`config.mk`:
```
export PLATFORM = sky130hd
export DESIGN_NAME = smc_sleep_ctrl
export DESIGN_NICKNAME = d
export VERILOG_FILES = /design/src/hdl/smc_sleep_ctrl.v
export VERILOG_INCLUDE_DIRS = /design/src /design/src/hdl
export SDC_FILE = /design/constraint.sdc
export NUM_CORES = 1
export LEC_CHECK = 0
export BUFFER_PORTS_ARGS = -buffer_cell sky130_fd_sc_hd__buf_2
export CORE_MARGIN = 2
export CORE_UTILIZATION = 50
export DETAILED_ROUTE_END_ITERATION = 7
export PLACE_DENSITY = 0.67
export SYNTH_ARGS = -nofsm -noshare
export SYNTH_HDL_FRONTEND = slang
export SYNTH_SLANG_ARGS = --single-unit
export TNS_END_PERCENT = 20
```
`constraint.sdc`:
```
create_clock -name aclk -period 4.3 [get_ports aclk]
set_clock_uncertainty 0.15 [all_clocks]
set_input_delay 0.645 -clock aclk [delete_from_list [all_inputs] [get_ports aclk]]
set_output_delay 0.645 -clock aclk [all_outputs]
set_load 0.05 [all_outputs]
```
`src/hdl/smc_regs.vh`:
```
`ifndef SMC_REGS_VH
`define SMC_REGS_VH

// register byte offsets
`define SMC_ADDR_CTRL 4'h0
`define SMC_ADDR_IDLE_TIME 4'h4
`define SMC_ADDR_PERIOD 4'h8
`define SMC_ADDR_STATUS 4'hC

// control register fields
`define SMC_CTRL_CFG_LSB 0
`define SMC_CTRL_CFG_MSB 2
`define SMC_CTRL_POLL_BIT 8

// reset values
`define SMC_CTRL_RST 32'h00000000
`define SMC_IDLE_TIME_RST 16'h1388
`define SMC_PERIOD_RST 16'h0064

// sleep configuration codes
`define SMC_CFG_OFF 3'h0
`define SMC_CFG_HIBERNATE 3'h1
`define SMC_CFG_DOZE 3'h2
`define SMC_CFG_CYCLIC 3'h4
`define SMC_CFG_CYCLIC_PIN 3'h5

// timing
`define SMC_CLK_MHZ 100
`define SMC_HIB_WAKE_US 13200
`define SMC_DOZE_WAKE_US 2000
`define SMC_CYC_WAKE_US 2000
`define SMC_TICK_US 1000

// bus responses
`define SMC_RESP_OKAY 2'h0
`define SMC_RESP_SLVERR 2'h2

`endif

```
`src/hdl/smc_sleep_ctrl.v`:
```
// Our own choices: the register offsets and the AXI4-Lite register port.
`timescale 1ns/1ps
`include "smc_regs.vh"

module smc_sleep_ctrl #(
    parameter integer TICK_CYCLES = `SMC_TICK_US * `SMC_CLK_MHZ,
    parameter integer HIB_WAKE_CYCLES = `SMC_HIB_WAKE_US * `SMC_CLK_MHZ,
    parameter integer DOZE_WAKE_CYCLES = `SMC_DOZE_WAKE_US * `SMC_CLK_MHZ,
    parameter integer CYC_WAKE_CYCLES = `SMC_CYC_WAKE_US * `SMC_CLK_MHZ
) (
    input wire aclk, // system clock
    input wire aresetn, // synchronous reset, active low
    input wire [3:0] s_axi_awaddr, // write address
    input wire s_axi_awvalid, // write address valid
    output reg s_axi_awready, // write address ready
    input wire [31:0] s_axi_wdata, // write data
    input wire [3:0] s_axi_wstrb, // write byte strobes
    input wire s_axi_wvalid, // write data valid
    output reg s_axi_wready, // write data ready
    output reg [1:0] s_axi_bresp, // write response
    output reg s_axi_bvalid, // write response valid
    input wire s_axi_bready, // write response ready
    input wire [3:0] s_axi_araddr, // read address
    input wire s_axi_arvalid, // read address valid
    output reg s_axi_arready, // read address ready
    output reg [31:0] s_axi_rdata, // read data
    output reg [1:0] s_axi_rresp, // read response
    output reg s_axi_rvalid, // read data valid
    input wire s_axi_rready, // read data ready
    input wire sleep_request_pin, // host sleep request, high asks for sleep
    input wire link_busy, // transmit, receive or association under way
    input wire serial_activity, // serial byte seen this cycle
    input wire radio_activity, // radio frame seen this cycle
    input wire poll_no_data, // coordinator answered poll with nothing queued
    output reg cts_n, // clear-to-send, low when ready
    output reg asleep, // low-power state
    output reg input_enable, // serial and radio inputs accepted
    output reg poll_req // one-cycle poll request to coordinator
);

////////////////////////////////////////////////////////////////////////////////
localparam [2:0] ST_IDLE = 3'h0;
localparam [2:0] ST_DRAIN = 3'h1;
localparam [2:0] ST_SLEEP = 3'h2;
localparam [2:0] ST_WAKE = 3'h3;
localparam [2:0] ST_POLL = 3'h4;

reg [31:0] ctrl;
reg [15:0] idle_time_before_sleep;
reg [15:0] cyclic_sleep_period;
reg [2:0] state;
reg [2:0] next_state;
reg [31:0] tick_cnt;
reg tick;
reg [15:0] idle_cnt;
reg [15:0] period_cnt;
reg [31:0] wake_cnt;
reg [31:0] next_wake_cnt;
reg req_s1;
reg req_s2;
reg req_d;
reg pin_woke;
reg next_pin_woke;
reg next_poll;
reg wake_polls;
reg next_wake_polls;

wire [2:0] sleep_config = ctrl[`SMC_CTRL_CFG_MSB:`SMC_CTRL_CFG_LSB];
wire poll_on_pin = ctrl[`SMC_CTRL_POLL_BIT];
wire cfg_pin = (sleep_config == `SMC_CFG_HIBERNATE) || (sleep_config == `SMC_CFG_DOZE);
wire cfg_cyc = (sleep_config == `SMC_CFG_CYCLIC) || (sleep_config == `SMC_CFG_CYCLIC_PIN);
wire activity = serial_activity | radio_activity | link_busy;
wire pin_fall = req_d & ~req_s2;
wire idle_expired = tick && (idle_cnt >= idle_time_before_sleep);
wire period_expired = tick && (period_cnt >= cyclic_sleep_period);

////////////////////////////////////////////////////////////////////////////////
// pin synchroniser; req_s2 and its delayed copy req_d feed logic
always @(posedge aclk) begin
    if (!aresetn) begin
        req_s1 <= 1'b0;
        req_s2 <= 1'b0;
        req_d <= 1'b0;
    end else begin
        req_s1 <= sleep_request_pin;
        req_s2 <= req_s1;
        req_d <= req_s2;
    end
end

// shared tick keeps the long timers 16 bits wide
always @(posedge aclk) begin
    if (!aresetn) begin
        tick_cnt <= 32'h00000000;
        tick <= 1'b0;
    end else if (tick_cnt >= TICK_CYCLES - 1) begin
        tick_cnt <= 32'h00000000;
        tick <= 1'b1;
    end else begin
        tick_cnt <= tick_cnt + 32'h00000001;
        tick <= 1'b0;
    end
end

// idle timer runs only while awake in a cyclic setting
always @(posedge aclk) begin
    if (!aresetn) begin
        idle_cnt <= 16'h0000;
    end else if (state != ST_IDLE || !cfg_cyc || activity) begin
        idle_cnt <= 16'h0000;
    end else if (tick && idle_cnt != 16'hFFFF) begin
        idle_cnt <= idle_cnt + 16'h0001;
    end
end

always @(posedge aclk) begin
    if (!aresetn) begin
        period_cnt <= 16'h0000;
    end else if (state != ST_SLEEP) begin
        period_cnt <= 16'h0000;
    end else if (tick && period_cnt != 16'hFFFF) begin
        period_cnt <= period_cnt + 16'h0001;
    end
end

////////////////////////////////////////////////////////////////////////////////
always @* begin
    next_state = state;
    next_wake_cnt = wake_cnt;
    next_pin_woke = pin_woke;
    next_poll = 1'b0;
    next_wake_polls = wake_polls;
    case (state)
        ST_IDLE: begin
            if (cfg_pin && req_s2) begin
                next_state = ST_DRAIN;
            end else if (cfg_cyc && idle_expired) begin
                next_state = ST_DRAIN;
            end
        end
        ST_DRAIN: begin
            if (sleep_config == `SMC_CFG_OFF || (cfg_pin && !req_s2)) begin
                next_state = ST_IDLE;
            end else if (!link_busy) begin
                next_state = ST_SLEEP;
            end
        end
        ST_SLEEP: begin
            next_pin_woke = 1'b0;
            if (cfg_pin) begin
                if (!req_s2) begin
                    next_state = ST_WAKE;
                    next_wake_polls = poll_on_pin;
                    if (sleep_config == `SMC_CFG_HIBERNATE) begin
                        next_wake_cnt = HIB_WAKE_CYCLES;
                    end else begin
                        next_wake_cnt = DOZE_WAKE_CYCLES;
                    end
                end
            end else if (cfg_cyc) begin
                if (sleep_config == `SMC_CFG_CYCLIC_PIN && pin_fall) begin
                    next_state = ST_WAKE;
                    next_pin_woke = 1'b1;
                    next_wake_polls = 1'b0;
                    next_wake_cnt = CYC_WAKE_CYCLES;
                end else if (period_expired) begin
                    next_state = ST_WAKE;
                    next_wake_polls = 1'b1;
                    next_wake_cnt = CYC_WAKE_CYCLES;
                end
            end else begin
                next_state = ST_IDLE;
            end
        end
        ST_WAKE: begin
            if (wake_cnt <= 32'h00000001) begin
                if (wake_polls) begin
                    next_state = ST_POLL;
                    next_poll = 1'b1;
                end else begin
                    next_state = ST_IDLE;
                end
            end else begin
                next_wake_cnt = wake_cnt - 32'h00000001;
            end
        end
        ST_POLL: begin
            if (radio_activity) begin
                next_state = ST_IDLE;
            end else if (poll_no_data) begin
                if (cfg_cyc) begin
                    next_state = ST_SLEEP;
                end else begin
                    next_state = ST_IDLE;
                end
            end
        end
        default: begin
            next_state = ST_IDLE;
        end
    endcase
end

always @(posedge aclk) begin
    if (!aresetn) begin
        state <= ST_IDLE;
        wake_cnt <= 32'h00000000;
        pin_woke <= 1'b0;
        wake_polls <= 1'b0;
        poll_req <= 1'b0;
        cts_n <= 1'b0;
        asleep <= 1'b0;
        input_enable <= 1'b1;
    end else begin
        state <= next_state;
        wake_cnt <= next_wake_cnt;
        pin_woke <= next_pin_woke;
        wake_polls <= next_wake_polls;
        poll_req <= next_poll;
        // cts low once awake, in both pin and cyclic settings
        cts_n <= (next_state == ST_SLEEP) || (next_state == ST_WAKE)
            || (next_state == ST_DRAIN);
        asleep <= (next_state == ST_SLEEP);
        input_enable <= (next_state != ST_SLEEP) && (next_state != ST_WAKE);
    end
end

////////////////////////////////////////////////////////////////////////////////
// write channel: address and data taken in either order
reg aw_held;
reg w_held;
reg [3:0] aw_addr;
reg [31:0] w_data;
reg [3:0] w_strb;
wire [3:0] wr_addr = s_axi_awready && s_axi_awvalid ? s_axi_awaddr : aw_addr;
wire [31:0] wr_data = s_axi_wready && s_axi_wvalid ? s_axi_wdata : w_data;
wire [3:0] wr_strb = s_axi_wready && s_axi_wvalid ? s_axi_wstrb : w_strb;
wire aw_have = aw_held || (s_axi_awready && s_axi_awvalid);
wire w_have = w_held || (s_axi_wready && s_axi_wvalid);
wire do_write = aw_have && w_have && !s_axi_bvalid;

function [31:0] merge;
    input [31:0] old;
    input [31:0] data;
    input [3:0] strb;
    integer i;
    begin
        merge = old;
        for (i = 0; i < 4; i = i + 1) begin
            if (strb[i]) begin
                merge[i*8 +: 8] = data[i*8 +: 8];
            end
        end
    end
endfunction

// timer registers keep only the low half of the merged word
wire [31:0] idle_merged = merge({16'h0000, idle_time_before_sleep}, wr_data, wr_strb);
wire [31:0] period_merged = merge({16'h0000, cyclic_sleep_period}, wr_data, wr_strb);

always @(posedge aclk) begin
    if (!aresetn) begin
        aw_held <= 1'b0;
        w_held <= 1'b0;
        aw_addr <= 4'h0;
        w_data <= 32'h00000000;
        w_strb <= 4'h0;
        s_axi_awready <= 1'b0;
        s_axi_wready <= 1'b0;
        s_axi_bvalid <= 1'b0;
        s_axi_bresp <= `SMC_RESP_OKAY;
        ctrl <= `SMC_CTRL_RST;
        idle_time_before_sleep <= `SMC_IDLE_TIME_RST;
        cyclic_sleep_period <= `SMC_PERIOD_RST;
    end else begin
        if (s_axi_awready && s_axi_awvalid) begin
            aw_addr <= s_axi_awaddr;
        end
        if (s_axi_wready && s_axi_wvalid) begin
            w_data <= s_axi_wdata;
            w_strb <= s_axi_wstrb;
        end
        if (do_write) begin
            aw_held <= 1'b0;
            w_held <= 1'b0;
            s_axi_bvalid <= 1'b1;
            s_axi_bresp <= `SMC_RESP_OKAY;
            if (wr_addr == `SMC_ADDR_CTRL) begin
                ctrl <= merge(ctrl, wr_data, wr_strb) & 32'h00000107;
            end else if (wr_addr == `SMC_ADDR_IDLE_TIME) begin
                idle_time_before_sleep <= idle_merged[15:0];
            end else if (wr_addr == `SMC_ADDR_PERIOD) begin
                cyclic_sleep_period <= period_merged[15:0];
            end else if (wr_addr != `SMC_ADDR_STATUS) begin
                s_axi_bresp <= `SMC_RESP_SLVERR;
            end
        end else begin
            aw_held <= aw_have;
            w_held <= w_have;
            if (s_axi_bvalid && s_axi_bready) begin
                s_axi_bvalid <= 1'b0;
            end
        end
        s_axi_awready <= !aw_have && !s_axi_awready && !s_axi_bvalid;
        s_axi_wready <= !w_have && !s_axi_wready && !s_axi_bvalid;
    end
end

// read channel: one cycle to take, data on the following edge
always @(posedge aclk) begin
    if (!aresetn) begin
        s_axi_arready <= 1'b0;
        s_axi_rvalid <= 1'b0;
        s_axi_rdata <= 32'h00000000;
        s_axi_rresp <= `SMC_RESP_OKAY;
    end else begin
        s_axi_arready <= !s_axi_arready && !s_axi_rvalid && s_axi_arvalid;
        if (s_axi_arready && s_axi_arvalid) begin
            s_axi_rvalid <= 1'b1;
            s_axi_rresp <= `SMC_RESP_OKAY;
            if (s_axi_araddr == `SMC_ADDR_CTRL) begin
                s_axi_rdata <= ctrl;
            end else if (s_axi_araddr == `SMC_ADDR_IDLE_TIME) begin
                s_axi_rdata <= {16'h0000, idle_time_before_sleep};
            end else if (s_axi_araddr == `SMC_ADDR_PERIOD) begin
                s_axi_rdata <= {16'h0000, cyclic_sleep_period};
            end else if (s_axi_araddr == `SMC_ADDR_STATUS) begin
                s_axi_rdata <= {24'h000000, pin_woke, req_s2, input_enable, asleep, cts_n, state};
            end else begin
                s_axi_rdata <= 32'h00000000;
                s_axi_rresp <= `SMC_RESP_SLVERR;
            end
        end else if (s_axi_rvalid && s_axi_rready) begin
            s_axi_rvalid <= 1'b0;
        end
    end
end

endmodule

```
==> out/metrics.yaml <==
logic_synthesis:
  ys_warn_count: 0
  yosysSeqAreaShare_pct: 43.07
  ys.flop_type: "dfxtp_1"
  ys_ff_latch: 192
  syn_area_um2: 8925
  synth_enable_flop_cells: 0
  synthesis.instances: 1009
  synth_area_per_cell_um2: 8.845
  synth_cell_type_count: 67
  async_flop_share_pct: 0
floorplanning:
  dieArea_um2: 18930
  initial_utilization_pct: 51.42
  boundaryPins: 101
  rows: 48
  coreArea_um2: 17360
  die-width_um: 137.6
  die_h_um: 137.6
grt:
  grt_pass1_vias: 6635
  globalRouteOverflowTotal: 0
  grt_pass1_wl_um: 32170
  antenna_found_initial: 0
  grt_util_all_layers_pct: 21.76
  grt_max_degree: 43
final_layout:
  multi_input_area_um2: 4751
  postLayoutCellArea_um2: 9990
  regArea_um2: 3844
  drive_gt1_share_pct: 11.34
  area_growth_pct: 11.93
  finalNetCount: 1165
  final_common_cell: "dfxtp_1"
  diodes: 0
  fill_cells: 1588
  layout_common_cells: "192 x dfxtp_1, 108 x nand2_1, 102 x nor2_1, 64 x buf_2, 43 x inv_1"
power:
  pwr-share-comb_pct: 5.6
  ir_worst_vdd_uv: 305.6
  p_clk_share_pct: 44.1
  powerDensity_nw_per_um2: 362.2
  p_sw_w: 0.0009056
  power.leakage_nw: 4.303
  swShare_pct: 25.03
  pwr-share-seq_pct: 50.3
  p_int_w: 0.002712
worst_hold_path:
  hold_class: "flip-flop to flip-flop"
route:
  ant_nets: 0
  drc_errors: 0
  viasPerCell: 5.325
  dr_total_vias: 6976
  totalWireLength_um: 19410
  wl_per_cell_um: 14.82
  drtPass1Iterations: 5
  drt_iter0_markers: 374
timing:
  fin_setup_tns_ps: 0
  tightestPinTransition_ps: 1123
  drv_slew: 0
  setup_violations: 0
  final-hold-violation-count: 0
  finalCritPeriodShare_pct: 71.67
  max_freq_ghz: 0.3245
  rsz0062_at_grt: "no"
  max_slew_margin_pct: 24.82
  period_minus_slack_ps: 3082
clock_network:
  worst_skew_pair.late_latency_ps: 440
  cts_buffers: 17
  ctsResizeCount: 0
  ctsHoldBuffers: 0
  cts_tree: "done"
  cts_root_buf: "clkbuf_16"
  post_cts_buffers: 0
  clockBufferDepth: 2
  cts.sinks: 192
  htreeDepth: 4
  clkTransAtPathRegs_ps: 70
placement:
  routabilityCongestion: 0.8030
  numPortBuffers: 64
  dp_hpwl_um: 14180
  place_area_um2: 9388
critical_path:
  worstPathMaxFanout: 21
  end_kind: "flip-flop"
  critical_path_class: "flip-flop to flip-flop"
  crit_arrival_ps: 3220
  critPathLaunchType: "flip-flop"
  worst_ep_required_time_ps: 4440
status:
  status: "complete, no violations"
run:
  cap_violations: 0
[sequential cells by signal (all words and copies together), names as in the netlist, 2 cells and up]
signal,cells
aw_addr,4
tick_cnt,32
wake_cnt,32
ctrl,4
period_cnt,16
s_axi_rdata,16
state,3
w_strb,2
idle_cnt,16
cyclic_sleep_period,16
idle_time_before_sleep,16
w_data,16
[synthesized netlist by cell type, types with 25 or more instances]
cell	instances	area, um^2
ha_1	37	462.9
inv_1	43	161.4
xor2_1	32	280.3
nor3_1	27	135.1
o211a_1	26	260.3
nor2_1	102	382.9
nand3_1	33	165.2
a21oi_1	36	180.2
xnor2_1	32	280.3
clkbuf_1	32	120.1
nand2_1	108	405.4
o21ai_0	39	195.2
mux2i_1	25	250.2
dfxtp_1	192	3844
nor2b_1	42	262.8
[metal layers]
metal  vias up  track usage [%]  routed length [um]
li1       3590                -                   -
met1      3261            28.41                9226
met2       106            36.57                9186
met3        19            4.562                 776
met4         0            5.727                 223
met5         -                0                   0
[critical path: stages, from the launching register on]
cell,delay (ps)
dfxtp_1,390
inv_1,70
ha_1,270
nand4_1,120
nor3_1,270
or4b_1,460
nand4_1,250
nand2_1,220
nand2_1,610
nor2_1,110
[final cells by class]
class,count,area share (%)
clock buffer,18,4.396
clock inverter,14,1.628
inverter,43,1.616
multi-input combinational,750,47.56
sequential,192,38.48
tap,225,2.818
timing repair buffer,68,3.507
[worst paths after layout]
path / cells after the start / end / start / slack, ps
setup / recovery: 9 / wake_cnt[15] / cyclic_sleep_period[12] / 1220
setup reg to reg: 9 / wake_cnt[15] / cyclic_sleep_period[12] / 1220
hold reg to reg: 1 / s_axi_awready / aw_held / 270
hold / removal: 1 / s_axi_awready / aw_held / 270
[power groups by stage]
stage	registers, W	logic [W]	clock network, W
floorplan	0.00188	0.000144	0
global placement	0.00186	0.000202	0
detailed placement	0.00186	0.000203	0
CTS	0.00182	0.000203	0.00163
global route	0.00182	0.000222	0.00170
finish	0.00182	0.000203	0.00159
[cell families after synthesis]
logic type                 after synthesis  share of synthesized area, %
and+or+nand+nor                        420                         23.88
DFF                                    192                         43.07
AOI/OAI and AO/OA                      167                         13.15
buffers and inverters                   99                         5.103
xor gates and xnor gates                64                         6.281
adders and majority gates               38                         5.299
muxes                                   28                         3.182
other                                    1                       0.04202
[through the flow]
step                      power, W  setup WS [ps]  instances  utilization, %  hold WS, ps
after floorplan           0.002023           1641       1041               -        248.3
after global placement    0.002063           1200       1278           54.09        253.9
after detailed placement  0.002065           1175       1278           54.09        257.7
after CTS                 0.003656           1160       1310           57.55        261.8
after global routing      0.003744          952.3       1310           57.55        268.4
final                     0.003618           1218       1310           57.55        265.9
Note: power is estimated with default switching activity, not from simulation.
